File: src/pkg/term_pkg.sv
// shared constants, carriers and states of the termination control block
package term_pkg;

  // ---------------------------------------------------------------------------
  // structure sizes
  // ---------------------------------------------------------------------------
  localparam int LINE_DEPTH = 32;
  localparam int IDX_W = 5;
  localparam int CNT_W = 6;

  // ---------------------------------------------------------------------------
  // latencies in device clock cycles
  // ---------------------------------------------------------------------------
  // turn-on, turn-off and nominal_to_write_latency are all write_latency minus this
  localparam logic [CNT_W-1:0] LAT_OFFSET = 6'h02;
  // write_to_nominal_latency_chop = 4 + termination_off_latency
  localparam logic [CNT_W-1:0] CWN_CHOP_EXTRA = 6'h04;
  // write_to_nominal_latency_full = 6 + termination_off_latency
  localparam logic [CNT_W-1:0] CWN_FULL_EXTRA = 6'h06;
  // min_high_hold_short and min_high_hold_long
  localparam logic [CNT_W-1:0] HOLD_SHORT = 6'h04;
  localparam logic [CNT_W-1:0] HOLD_LONG = 6'h06;
  // pd_window_lead_time is write_latency minus this
  localparam logic [CNT_W-1:0] LEAD_OFFSET = 6'h01;
  localparam logic [CNT_W-1:0] CNT_ONE = 6'h01;
  localparam logic [CNT_W-1:0] CNT_ZERO = 6'h00;
  localparam logic [CNT_W-1:0] CNT_MAX = 6'h3f;

  // defaults for delays given in device cycles
  localparam logic [CNT_W-1:0] CPDED_DEFAULT = 6'h01;
  localparam logic [CNT_W-1:0] XPDLL_DEFAULT = 6'h0a;
  localparam logic [CNT_W-1:0] RFC_DEFAULT = 6'h14;

  // ---------------------------------------------------------------------------
  // carriers
  // ---------------------------------------------------------------------------
  // pins sampled from the controller, all outside the clk_sys domain
  typedef struct packed {
    logic termination_input;
    logic cke;
    logic write_cmd;
    logic write_chop;
    logic refresh_cmd;
    logic self_refresh;
    logic banks_idle;
  } pins_t;

  localparam int PIN_W = $bits(pins_t) + 1;

  // mode register fields, held static by the mode register logic
  typedef struct packed {
    logic [2:0] rtt_nom;
    logic [1:0] rtt_wr;
    logic pd_dll_fast;
    logic chop_fixed;
    logic chop_otf_en;
    logic [4:0] cas_write_latency;
    logic [4:0] additive_latency;
  } mode_t;

  typedef struct packed {
    logic on;
    logic write_sel;
    logic [2:0] strength;
    logic uncertain;
    logic async_mode;
  } term_out_t;

  typedef enum logic [1:0] {
    MODE_SYNC = 2'b00,
    MODE_WINDOW = 2'b01,
    MODE_ASYNC = 2'b11
  } timing_mode_t;

endpackage

File: src/verilog/termination_control.sv
// on-die termination control: on/off, strength, power-down timing modes
`timescale 1ns/1ps
`default_nettype none

module termination_control #(
  parameter logic [5:0] CPDED_CYCLES = term_pkg::CPDED_DEFAULT,
  parameter logic [5:0] XPDLL_CYCLES = term_pkg::XPDLL_DEFAULT,
  parameter logic [5:0] RFC_CYCLES = term_pkg::RFC_DEFAULT
) (
  input wire logic clk_sys,
  input wire logic reset_n,
  input wire logic clk_en,
  input wire logic mem_clk,
  input wire term_pkg::pins_t pins,
  input wire term_pkg::mode_t mode,
  output var term_pkg::term_out_t term,
  output var logic hold_error
);

  localparam int W = term_pkg::CNT_W;
  localparam int D = term_pkg::LINE_DEPTH;

  // ---------------------------------------------------------------------------
  // pin sampling and device clock edge
  // ---------------------------------------------------------------------------
  logic [term_pkg::PIN_W-1:0] sync_vec;
  term_pkg::pins_t pin_s;
  logic ck_s;
  logic ck_prev_q, ck_prev_d;
  logic cke_last_q, cke_last_d;
  logic term_in_last_q, term_in_last_d;
  logic tick;

  pin_sync #(.WIDTH(term_pkg::PIN_W)) u_pin_sync (
    .clk_sys(clk_sys),
    .reset_n(reset_n),
    .clk_en(clk_en),
    .d_async({mem_clk, pins}),
    .q_sync(sync_vec)
  );

  assign {ck_s, pin_s} = sync_vec;
  // every latency below advances only on a device clock rising edge
  assign tick = clk_en & ck_s & ~ck_prev_q;

  always_comb begin
    ck_prev_d = clk_en ? ck_s : ck_prev_q;
    cke_last_d = tick ? pin_s.cke : cke_last_q;
    term_in_last_d = tick ? pin_s.termination_input : term_in_last_q;
  end

  always_ff @(posedge clk_sys) begin
    if (!reset_n) begin
      ck_prev_q <= 1'b0;
      cke_last_q <= 1'b0;
      term_in_last_q <= 1'b0;
    end else begin
      ck_prev_q <= ck_prev_d;
      cke_last_q <= cke_last_d;
      term_in_last_q <= term_in_last_d;
    end
  end

  // ---------------------------------------------------------------------------
  // latencies and mode decode
  // ---------------------------------------------------------------------------
  localparam int IDX_W_L = term_pkg::IDX_W;
  logic [W-1:0] write_lat;
  logic [W-1:0] lat;
  logic [IDX_W_L-1:0] tap;
  logic dyn_en;
  logic term_en;
  logic enable;

  assign write_lat = {1'b0, mode.cas_write_latency} + {1'b0, mode.additive_latency};
  assign lat = write_lat - term_pkg::LAT_OFFSET;
  // the sample registered lat ticks ago sits at index lat
  assign tap = IDX_W_L'(lat);
  // dll-off operation relies on the controller clearing the write strength first
  assign dyn_en = |mode.rtt_wr;
  assign term_en = (|mode.rtt_nom) | (|mode.rtt_wr);
  assign enable = term_en & ~pin_s.self_refresh;

  // ---------------------------------------------------------------------------
  // termination input delay line with window marks
  // ---------------------------------------------------------------------------
  logic [D-1:0] line_q, line_d;
  logic [D-1:0] unc_q, unc_d;
  logic entry_evt, exit_evt, mark_evt, win_now;
  logic [W-1:0] lead_lim;
  term_pkg::timing_mode_t state_q, state_d;

  // entry lead excludes its own start point, exit lead includes it
  assign lead_lim = entry_evt ? (write_lat - term_pkg::LEAD_OFFSET) : write_lat;
  assign mark_evt = entry_evt | exit_evt;
  assign win_now = mark_evt | (state_q == term_pkg::MODE_WINDOW);

  genvar i;
  generate
    for (i = 0; i < D; i++) begin : g_line
      if (i == 0) begin : g_head
        assign line_d[i] = tick ? pin_s.termination_input : line_q[i];
        assign unc_d[i] = tick ? win_now : unc_q[i];
      end else begin : g_body
        assign line_d[i] = tick ? line_q[i-1] : line_q[i];
        // samples taken during the lead are relabelled once cke shows the change
        assign unc_d[i] = tick ? (unc_q[i-1] | (mark_evt && (W'(i) < lead_lim))) : unc_q[i];
      end
    end
  endgenerate

  always_ff @(posedge clk_sys) begin
    if (!reset_n) begin
      line_q <= '0;
      unc_q <= '0;
    end else begin
      line_q <= line_d;
      unc_q <= unc_d;
    end
  end

  // ---------------------------------------------------------------------------
  // dynamic strength after writes
  // ---------------------------------------------------------------------------
  logic wr_act_q, wr_act_d;
  logic [W-1:0] wr_cnt_q, wr_cnt_d;
  logic chop_q, chop_d;
  logic wsel_q, wsel_d;
  logic [W-1:0] cwn;
  logic [W-1:0] wr_next;

  assign wr_next = wr_cnt_q + term_pkg::CNT_ONE;
  assign cwn = lat + (chop_q ? term_pkg::CWN_CHOP_EXTRA : term_pkg::CWN_FULL_EXTRA);

  always_comb begin
    wr_act_d = wr_act_q;
    wr_cnt_d = wr_cnt_q;
    chop_d = chop_q;
    wsel_d = wsel_q;
    if (tick) begin
      if (pin_s.write_cmd && dyn_en) begin
        // the pending write still applies its switch point due on this tick
        if (wr_act_q && wr_next == lat) begin
          wsel_d = 1'b1;
        end
        if (wr_act_q && wr_next == cwn) begin
          wsel_d = 1'b0;
        end
        // a new write restarts the count, so back-to-back bursts stay on write strength
        wr_act_d = 1'b1;
        wr_cnt_d = term_pkg::CNT_ZERO;
        chop_d = mode.chop_otf_en ? pin_s.write_chop : mode.chop_fixed;
      end else if (wr_act_q) begin
        wr_cnt_d = wr_cnt_q + term_pkg::CNT_ONE;
        if (wr_cnt_d == lat) begin
          wsel_d = 1'b1;
        end
        if (wr_cnt_d == cwn) begin
          wsel_d = 1'b0;
          wr_act_d = 1'b0;
        end
      end
    end
    if (clk_en && !dyn_en) begin
      wr_act_d = 1'b0;
      wsel_d = 1'b0;
    end
  end

  always_ff @(posedge clk_sys) begin
    if (!reset_n) begin
      wr_act_q <= 1'b0;
      wr_cnt_q <= '0;
      chop_q <= 1'b0;
      wsel_q <= 1'b0;
    end else begin
      wr_act_q <= wr_act_d;
      wr_cnt_q <= wr_cnt_d;
      chop_q <= chop_d;
      wsel_q <= wsel_d;
    end
  end

  // ---------------------------------------------------------------------------
  // timing mode and transition windows
  // ---------------------------------------------------------------------------
  logic [W-1:0] win_cnt_q, win_cnt_d;
  logic [W-1:0] rfc_q, rfc_d;
  logic [W-1:0] entry_len, load_len;

  // only a frozen dll in precharge power-down goes asynchronous
  assign entry_evt = tick & cke_last_q & ~pin_s.cke & ~mode.pd_dll_fast
                     & pin_s.banks_idle;
  assign exit_evt = tick & ~cke_last_q & pin_s.cke & (state_q != term_pkg::MODE_SYNC);
  assign entry_len = (rfc_q > CPDED_CYCLES) ? rfc_q : CPDED_CYCLES;
  assign load_len = (entry_evt ? entry_len : XPDLL_CYCLES) - term_pkg::CNT_ONE;

  always_comb begin
    win_cnt_d = win_cnt_q;
    rfc_d = rfc_q;
    state_d = state_q;
    if (tick) begin
      if (pin_s.refresh_cmd) begin
        rfc_d = RFC_CYCLES;
      end else if (rfc_q != term_pkg::CNT_ZERO) begin
        rfc_d = rfc_q - term_pkg::CNT_ONE;
      end
      if (mark_evt) begin
        // keep the later end so overlapping windows merge into one
        win_cnt_d = (win_cnt_q > load_len) ? win_cnt_q : load_len;
      end else if (win_cnt_q != term_pkg::CNT_ZERO) begin
        win_cnt_d = win_cnt_q - term_pkg::CNT_ONE;
      end
      case (state_q)
        term_pkg::MODE_SYNC: begin
          if (entry_evt) begin
            state_d = term_pkg::MODE_WINDOW;
          end
        end
        term_pkg::MODE_WINDOW: begin
          if (!mark_evt && win_cnt_q == term_pkg::CNT_ZERO) begin
            state_d = pin_s.cke ? term_pkg::MODE_SYNC : term_pkg::MODE_ASYNC;
          end
        end
        term_pkg::MODE_ASYNC: begin
          if (exit_evt) begin
            state_d = term_pkg::MODE_WINDOW;
          end
        end
        default: begin
          state_d = term_pkg::MODE_SYNC;
        end
      endcase
    end
  end

  always_ff @(posedge clk_sys) begin
    if (!reset_n) begin
      win_cnt_q <= '0;
      rfc_q <= '0;
      state_q <= term_pkg::MODE_SYNC;
    end else begin
      win_cnt_q <= win_cnt_d;
      rfc_q <= rfc_d;
      state_q <= state_d;
    end
  end

  // ---------------------------------------------------------------------------
  // controller hold-time monitor
  // ---------------------------------------------------------------------------
  logic [W-1:0] hold_cnt_q, hold_cnt_d;
  logic [W-1:0] need_q, need_d;
  logic herr_q, herr_d;

  always_comb begin
    hold_cnt_d = hold_cnt_q;
    need_d = need_q;
    herr_d = herr_q;
    if (tick) begin
      if (pin_s.termination_input) begin
        if (!term_in_last_q) begin
          hold_cnt_d = term_pkg::CNT_ONE;
          need_d = term_pkg::HOLD_SHORT;
        end else if (hold_cnt_q != term_pkg::CNT_MAX) begin
          hold_cnt_d = hold_cnt_q + term_pkg::CNT_ONE;
        end
        if (pin_s.write_cmd) begin
          hold_cnt_d = term_pkg::CNT_ONE;
          need_d = (mode.chop_otf_en ? pin_s.write_chop : mode.chop_fixed)
                   ? term_pkg::HOLD_SHORT : term_pkg::HOLD_LONG;
        end
      end else if (term_in_last_q && hold_cnt_q < need_q) begin
        herr_d = 1'b1;
      end
    end
  end

  always_ff @(posedge clk_sys) begin
    if (!reset_n) begin
      hold_cnt_q <= '0;
      need_q <= '0;
      herr_q <= 1'b0;
    end else begin
      hold_cnt_q <= hold_cnt_d;
      need_q <= need_d;
      herr_q <= herr_d;
    end
  end

  assign hold_error = herr_q;

  // ---------------------------------------------------------------------------
  // termination outputs
  // ---------------------------------------------------------------------------
  term_pkg::term_out_t term_q, term_d;
  logic sync_val, async_val;

  assign sync_val = line_q[tap];
  assign async_val = pin_s.termination_input;

  always_comb begin
    term_d = term_q;
    if (clk_en) begin
      term_d.on = enable & ((state_q == term_pkg::MODE_ASYNC) ? async_val : sync_val);
      term_d.write_sel = wsel_q;
      term_d.strength = wsel_q ? {1'b0, mode.rtt_wr} : mode.rtt_nom;
      // the synchronous answer is shown outside async mode; uncertain marks where sync and async differ in window mode or on a lead-marked sample
      term_d.uncertain = enable & ((state_q == term_pkg::MODE_WINDOW) | unc_q[tap])
                         & (sync_val ^ async_val);
      term_d.async_mode = (state_q == term_pkg::MODE_ASYNC);
    end
  end

  always_ff @(posedge clk_sys) begin
    if (!reset_n) begin
      term_q <= '0;
    end else begin
      term_q <= term_d;
    end
  end

  assign term = term_q;

  // ---------------------------------------------------------------------------
  // assertions
  // ---------------------------------------------------------------------------
  selfref_off_a: assert property (@(posedge clk_sys) disable iff (!reset_n)
    (clk_en && pin_s.self_refresh) |=> !term.on)
    else $error("termination on during self-refresh");

  dyn_off_nom_a: assert property (@(posedge clk_sys) disable iff (!reset_n)
    (clk_en && !dyn_en && $past(clk_en && !dyn_en)) |=> !term.write_sel)
    else $error("write strength selected with switching off");

  strength_sel_a: assert property (@(posedge clk_sys) disable iff (!reset_n)
    clk_en |=> term.strength == (term.write_sel ? {1'b0, $past(mode.rtt_wr)}
                                                : $past(mode.rtt_nom)))
    else $error("wrong termination strength code");

  write_sel_on_a: assert property (@(posedge clk_sys) disable iff (!reset_n)
    $rose(wsel_q) |-> $past(wr_act_q) && ($past(wr_cnt_q) + term_pkg::CNT_ONE == lat))
    else $error("write strength selected at wrong latency");

  write_sel_off_a: assert property (@(posedge clk_sys) disable iff (!reset_n)
    ($fell(wsel_q) && dyn_en) |-> ($past(wr_cnt_q) + term_pkg::CNT_ONE == $past(cwn)))
    else $error("nominal strength restored at wrong latency");

  async_direct_a: assert property (@(posedge clk_sys) disable iff (!reset_n)
    (clk_en && state_q == term_pkg::MODE_ASYNC && enable) |=> term.on == $past(async_val))
    else $error("asynchronous termination not following input");

  sync_tap_a: assert property (@(posedge clk_sys) disable iff (!reset_n)
    (clk_en && state_q != term_pkg::MODE_ASYNC && enable) |=> term.on == $past(sync_val))
    else $error("synchronous termination not delayed by latency");

  entry_window_a: assert property (@(posedge clk_sys) disable iff (!reset_n)
    (entry_evt && state_q == term_pkg::MODE_SYNC) |=> state_q == term_pkg::MODE_WINDOW)
    else $error("power-down entry did not open window");

  entry_len_a: assert property (@(posedge clk_sys) disable iff (!reset_n)
    (entry_evt && win_cnt_q == term_pkg::CNT_ZERO)
      |=> win_cnt_q == ($past(entry_len) - term_pkg::CNT_ONE))
    else $error("entry window length wrong");

  uncertain_a: assert property (@(posedge clk_sys) disable iff (!reset_n)
    $rose(term.uncertain) |-> $past(state_q == term_pkg::MODE_WINDOW || unc_q[tap]))
    else $error("uncertain flag outside a transition window");

endmodule

`default_nettype wire

File: src/verilog/pin_sync.sv
// two-flop synchroniser for a vector of pins
`timescale 1ns/1ps
`default_nettype none

module pin_sync #(
  parameter int WIDTH = 8
) (
  input wire logic clk_sys,
  input wire logic reset_n,
  input wire logic clk_en,
  input wire logic [WIDTH-1:0] d_async,
  output var logic [WIDTH-1:0] q_sync
);

  genvar i;
  generate
    for (i = 0; i < WIDTH; i++) begin : g_bit
      logic meta_q;
      logic meta_d;
      logic sync_q;
      logic sync_d;
      always_comb begin
        meta_d = clk_en ? d_async[i] : meta_q;
        sync_d = clk_en ? meta_q : sync_q;
      end
      always_ff @(posedge clk_sys) begin
        if (!reset_n) begin
          meta_q <= 1'b0;
          sync_q <= 1'b0;
        end else begin
          meta_q <= meta_d;
          sync_q <= sync_d;
        end
      end
      assign q_sync[i] = sync_q;
    end
  endgenerate

endmodule

`default_nettype wire

File: config.mk
export PLATFORM = sky130hd
export DESIGN_NAME = termination_control
export DESIGN_NICKNAME = d
export VERILOG_FILES = /design/src/pkg/term_pkg.sv /design/src/verilog/termination_control.sv /design/src/verilog/pin_sync.sv
export SDC_FILE = /design/constraint.sdc
export NUM_CORES = 1
export LEC_CHECK = 0
export BUFFER_PORTS_ARGS = -buffer_cell sky130_fd_sc_hd__clkbuf_2
export CAP_MARGIN = 20
export CORE_ASPECT_RATIO = 0.7
export CORE_MARGIN = 2
export CORE_UTILIZATION = 60
export DETAILED_ROUTE_END_ITERATION = 8
export PLACE_DENSITY_LB_ADDON = 0.15
export SLEW_MARGIN = 20
export SYNTH_ARGS = -nofsm -noshare
export SYNTH_HDL_FRONTEND = slang
export SYNTH_SLANG_ARGS = --single-unit
File: constraint.sdc
create_clock -name clk_sys -period 10.5 [get_ports clk_sys]
set_input_delay 0.525 -clock clk_sys [delete_from_list [all_inputs] [get_ports clk_sys]]
set_output_delay 0.525 -clock clk_sys [all_outputs]
set_load 0.03 [all_outputs]
==> impl_metrics.env <==
export IMPL_pwr_share_comb_pct=13.7
export IMPL_power_per_cell_area_mw_per_mm2=159
export IMPL_worst_setup_path_type="primary input to register"
export IMPL_vias=5737
export IMPL_min_period_over_period_pct=40.8
export IMPL_power_leakage_uw=0.00296
export IMPL_setup_viol_count_final=0
export IMPL_hold_viol_final=0
export IMPL_placementRows=32
export IMPL_clock_sinks=121
export IMPL_overflow=0
export IMPL_die_y_um=93.3
export IMPL_rsz0062_at_grt="no"
export IMPL_cts_buffer_depth=2
export IMPL_port_buffers=36
export IMPL_netlist_area_mm2=0.00683
export IMPL_fin_setup_tns_ns=0
export IMPL_worstHoldPathType="primary input to register"
export IMPL_syn_to_final_growth_pct=12.3
export IMPL_period_needed_ns=4.28
export IMPL_startpoint="clk_en"
export IMPL_grt_max_degree=118
export IMPL_worst_pin_slew_ns=0.948
export IMPL_wl_met3_um=1030
export IMPL_ios=37
export IMPL_yosys_warnings=0
export IMPL_ff2ff_setup_slack_ns=6.50
export IMPL_ys_seq_elements=121
export IMPL_cp_max_fo=48
export IMPL_grt_usage_pct=27.4
export IMPL_fp_coreArea_mm2=0.0111
export IMPL_cts_root_buf="clkbuf_16"
export IMPL_crit_path_end="win_cnt_q[5]"
export IMPL_run_status="finished clean"
export IMPL_finClkSkew_ns=0.00863
export IMPL_arrival_ns=4.62
export IMPL_synth_ff_type="dfxtp_1"
export IMPL_cts_setup_buffers=0
export IMPL_n_fill_cell=856
export IMPL_cap_violations=0
export IMPL_power_frac_clock_pct=47.6
export IMPL_intPower_uw=910
export IMPL_wl_met2_um=7640
export IMPL_cts_hold_buf=0
export IMPL_synth_cell_types=70
export IMPL_dieArea_mm2=0.0123
export IMPL_drtIter0Drc=438
export IMPL_grt_pass1_vias=5526
export IMPL_synth_area_per_cell_um2=8.85
export IMPL_r2r_cells=15
export IMPL_share_seq_of_total_power_pct=38.7
export IMPL_ant_nets=0
export IMPL_swShare_pct=25.4
export IMPL_timing_hold_ws_ns=0.368
export IMPL_viasPerCell=5.99
export IMPL_end_kind="register"
export IMPL_startpoint_type="primary input"
export IMPL_postRouteWirelength_um=16400
export IMPL_r2r_end="win_cnt_q[5]"
export IMPL_first_pass_iters=5
export IMPL_synth_edf_count=0
export IMPL_cts_resized=0
export IMPL_clkLatencyLatePin_ns=0.42
export IMPL_antenna_found_initial=0
export IMPL_yosysSeqAreaShare_pct=35.4
export IMPL_drc=0
export IMPL_wl_per_cell_um=17.2
export IMPL_gp_congestion=0.903
export IMPL_cts_tree="built"
export IMPL_synthCells=772
export IMPL_maxSlewHeadroom_pct=36.8
export IMPL_htreeDepth=4
export IMPL_cts_buffers=17
export IMPL_fmax_mhz=234
export IMPL_maxUsedRoutingLayer="met4"
export IMPL_clkTransAtPathRegs_ns=0.06
export IMPL_async_flop_share_pct=0
export IMPL_r2r_start="ck_prev_q"
export IMPL_finalNetCount=851
export IMPL_drv_slew=0
export IMPL_ir_drop_v=0.000122
export IMPL_min_from="pins[1]"
export IMPL_diodes=0
export IMPL_drive_gt1_share_pct=14.3
export IMPL_dp_hpwl_um=10900
export IMPL_start_util_pct=61.8
export IMPL_synth_net_count=830
export IMPL_wl_met1_um=7620
export IMPL_switchingPower_uw=310
export IMPL_grt_pass1_wl_um=27100
export IMPL_dieWidth_um=132
export IMPL_required_ns=10.84
-- through the flow --
stage	cells	instance area (µm²)	util (%)	total power [µW]	setup WS, ns
2_1_floorplan	772	6830	-	609	7.01
3_3_place_gp	927	7100	64.2	639	6.09
3_5_place_dp	927	7100	64.2	645	5.89
4_1_cts	958	7670	69.5	1220	6.32
5_1_grt	958	7670	69.5	1260	5.96
6_report	958	7670	69.5	1220	6.22
-- power groups by stage --
stage                     clock (µW)  sequential [µW]  combinational [µW]
after detailed placement           0              481                 164
after global routing             606              472                 179
after CTS                        585              471                 166
after global placement             0              481                 159
final                            581              472                 167
after floorplan                    0              481                 128
-- cell type report --
class,instances,area [µm²],share of cell area (%)
multi-input combinational,572,4100,53.5
sequential,121,2420,31.6
clock buffer,22,454,5.92
timing repair buffer,44,240,3.13
tap,153,191,2.49
inverter,37,139,1.81
clock inverter,9,124,1.61
-- synthesized netlist by cell type (all sizes together) (8+ instances only) --
cell type / number / area [µm²]
clkbuf: 29 / 109
mux2i: 38 / 380
o21ai: 60 / 304
a21oi: 32 / 179
nor2: 39 / 165
nor2b: 30 / 188
buf: 13 / 65.1
nand2b: 9 / 56.3
xor2: 21 / 218
a21boi: 45 / 338
mux4: 16 / 360
nand3: 14 / 75.1
dfxtp: 121 / 2420
inv: 37 / 139
a31oi: 8 / 65.1
xnor2: 15 / 146
ha: 28 / 350
nand2: 101 / 379
nor3: 19 / 100
a211oi: 15 / 118
-- critical path: stages --
cell	delay [ns]
clkbuf_2	0.44
nand3b_1	0.24
buf_4	0.50
nor2_8	0.12
o21ai_0	0.22
ha_1	0.28
nand2_1	0.07
xor2_1	0.14
nand2b_1	0.17
ha_1	0.31
and3_1	0.20
a221oi_1	0.28
o21ai_0	0.16
a311o_1	0.48
or2_1	0.27
a21boi_0	0.15
-- per-layer routing --
metal,GRT usage [%],vias up
met5,0,-
met4,8.24,0
met3,6.61,16
met2,44.4,196
met1,36.6,2760
li1,-,2765
-- kinds of logic (layout without fill, tap and decap cells) --
logic type	count (synthesis)	in the layout	share of synthesized area [%]
AOI/OAI and AO/OA	190	190	18.5
xor gates and xnor gates	37	37	5.66
adders and majority gates	29	29	5.42
buffers and inverters	79	112	4.58
DFF	121	121	35.4
muxes	58	58	11.5
and+or+nand+nor	258	258	18.9
-- how the worst min path moves through the flow --
| stage | endpoint | slack, ns | cells past startpoint |
|---|---|---|---|
| floorplan | unc_q[3] | 0.43 | 2 |
| global placement | unc_q[3] | 0.44 | 2 |
| detailed placement | unc_q[23] | 0.46 | 2 |
| CTS | u_pin_sync.g_bit[1].meta_q | 0.37 | 3 |
| global route | u_pin_sync.g_bit[7].meta_q | 0.37 | 3 |
| finish | u_pin_sync.g_bit[1].meta_q | 0.37 | 3 |
-- state kept, by name, summed over array words and instances (netlist names), 6 cells and up --
register / flops
line_q: 32
u_pin_sync.g_bit.meta_q: 8
u_pin_sync.g_bit.sync_q: 8
unc_q: 32
win_cnt_q: 6
hold_cnt_q: 6
term: 7
wr_cnt_q: 6
rfc_q: 6
-- layout by cell type (no fill, tap or decap), types with 7 or more instances in the layout --
cell	netlist	layout
a21boi_0	45	45
dfxtp_1	121	121
mux4_2	16	16
a31oi_1	7	7
xor2_1	18	18
nor2b_1	30	30
ha_1	28	28
nor2_1	37	37
clkbuf_2	0	36
nand2b_1	9	9
mux2i_1	38	38
nand2_1	101	101
a21oi_1	27	27
clkbuf_16	0	17
inv_1	37	37
xnor2_1	13	13
nand3_1	13	13
o21ai_0	56	56
nor3_1	18	18
a211oi_1	14	14
buf_4	3	8
(Power assumes the default switching activity.)
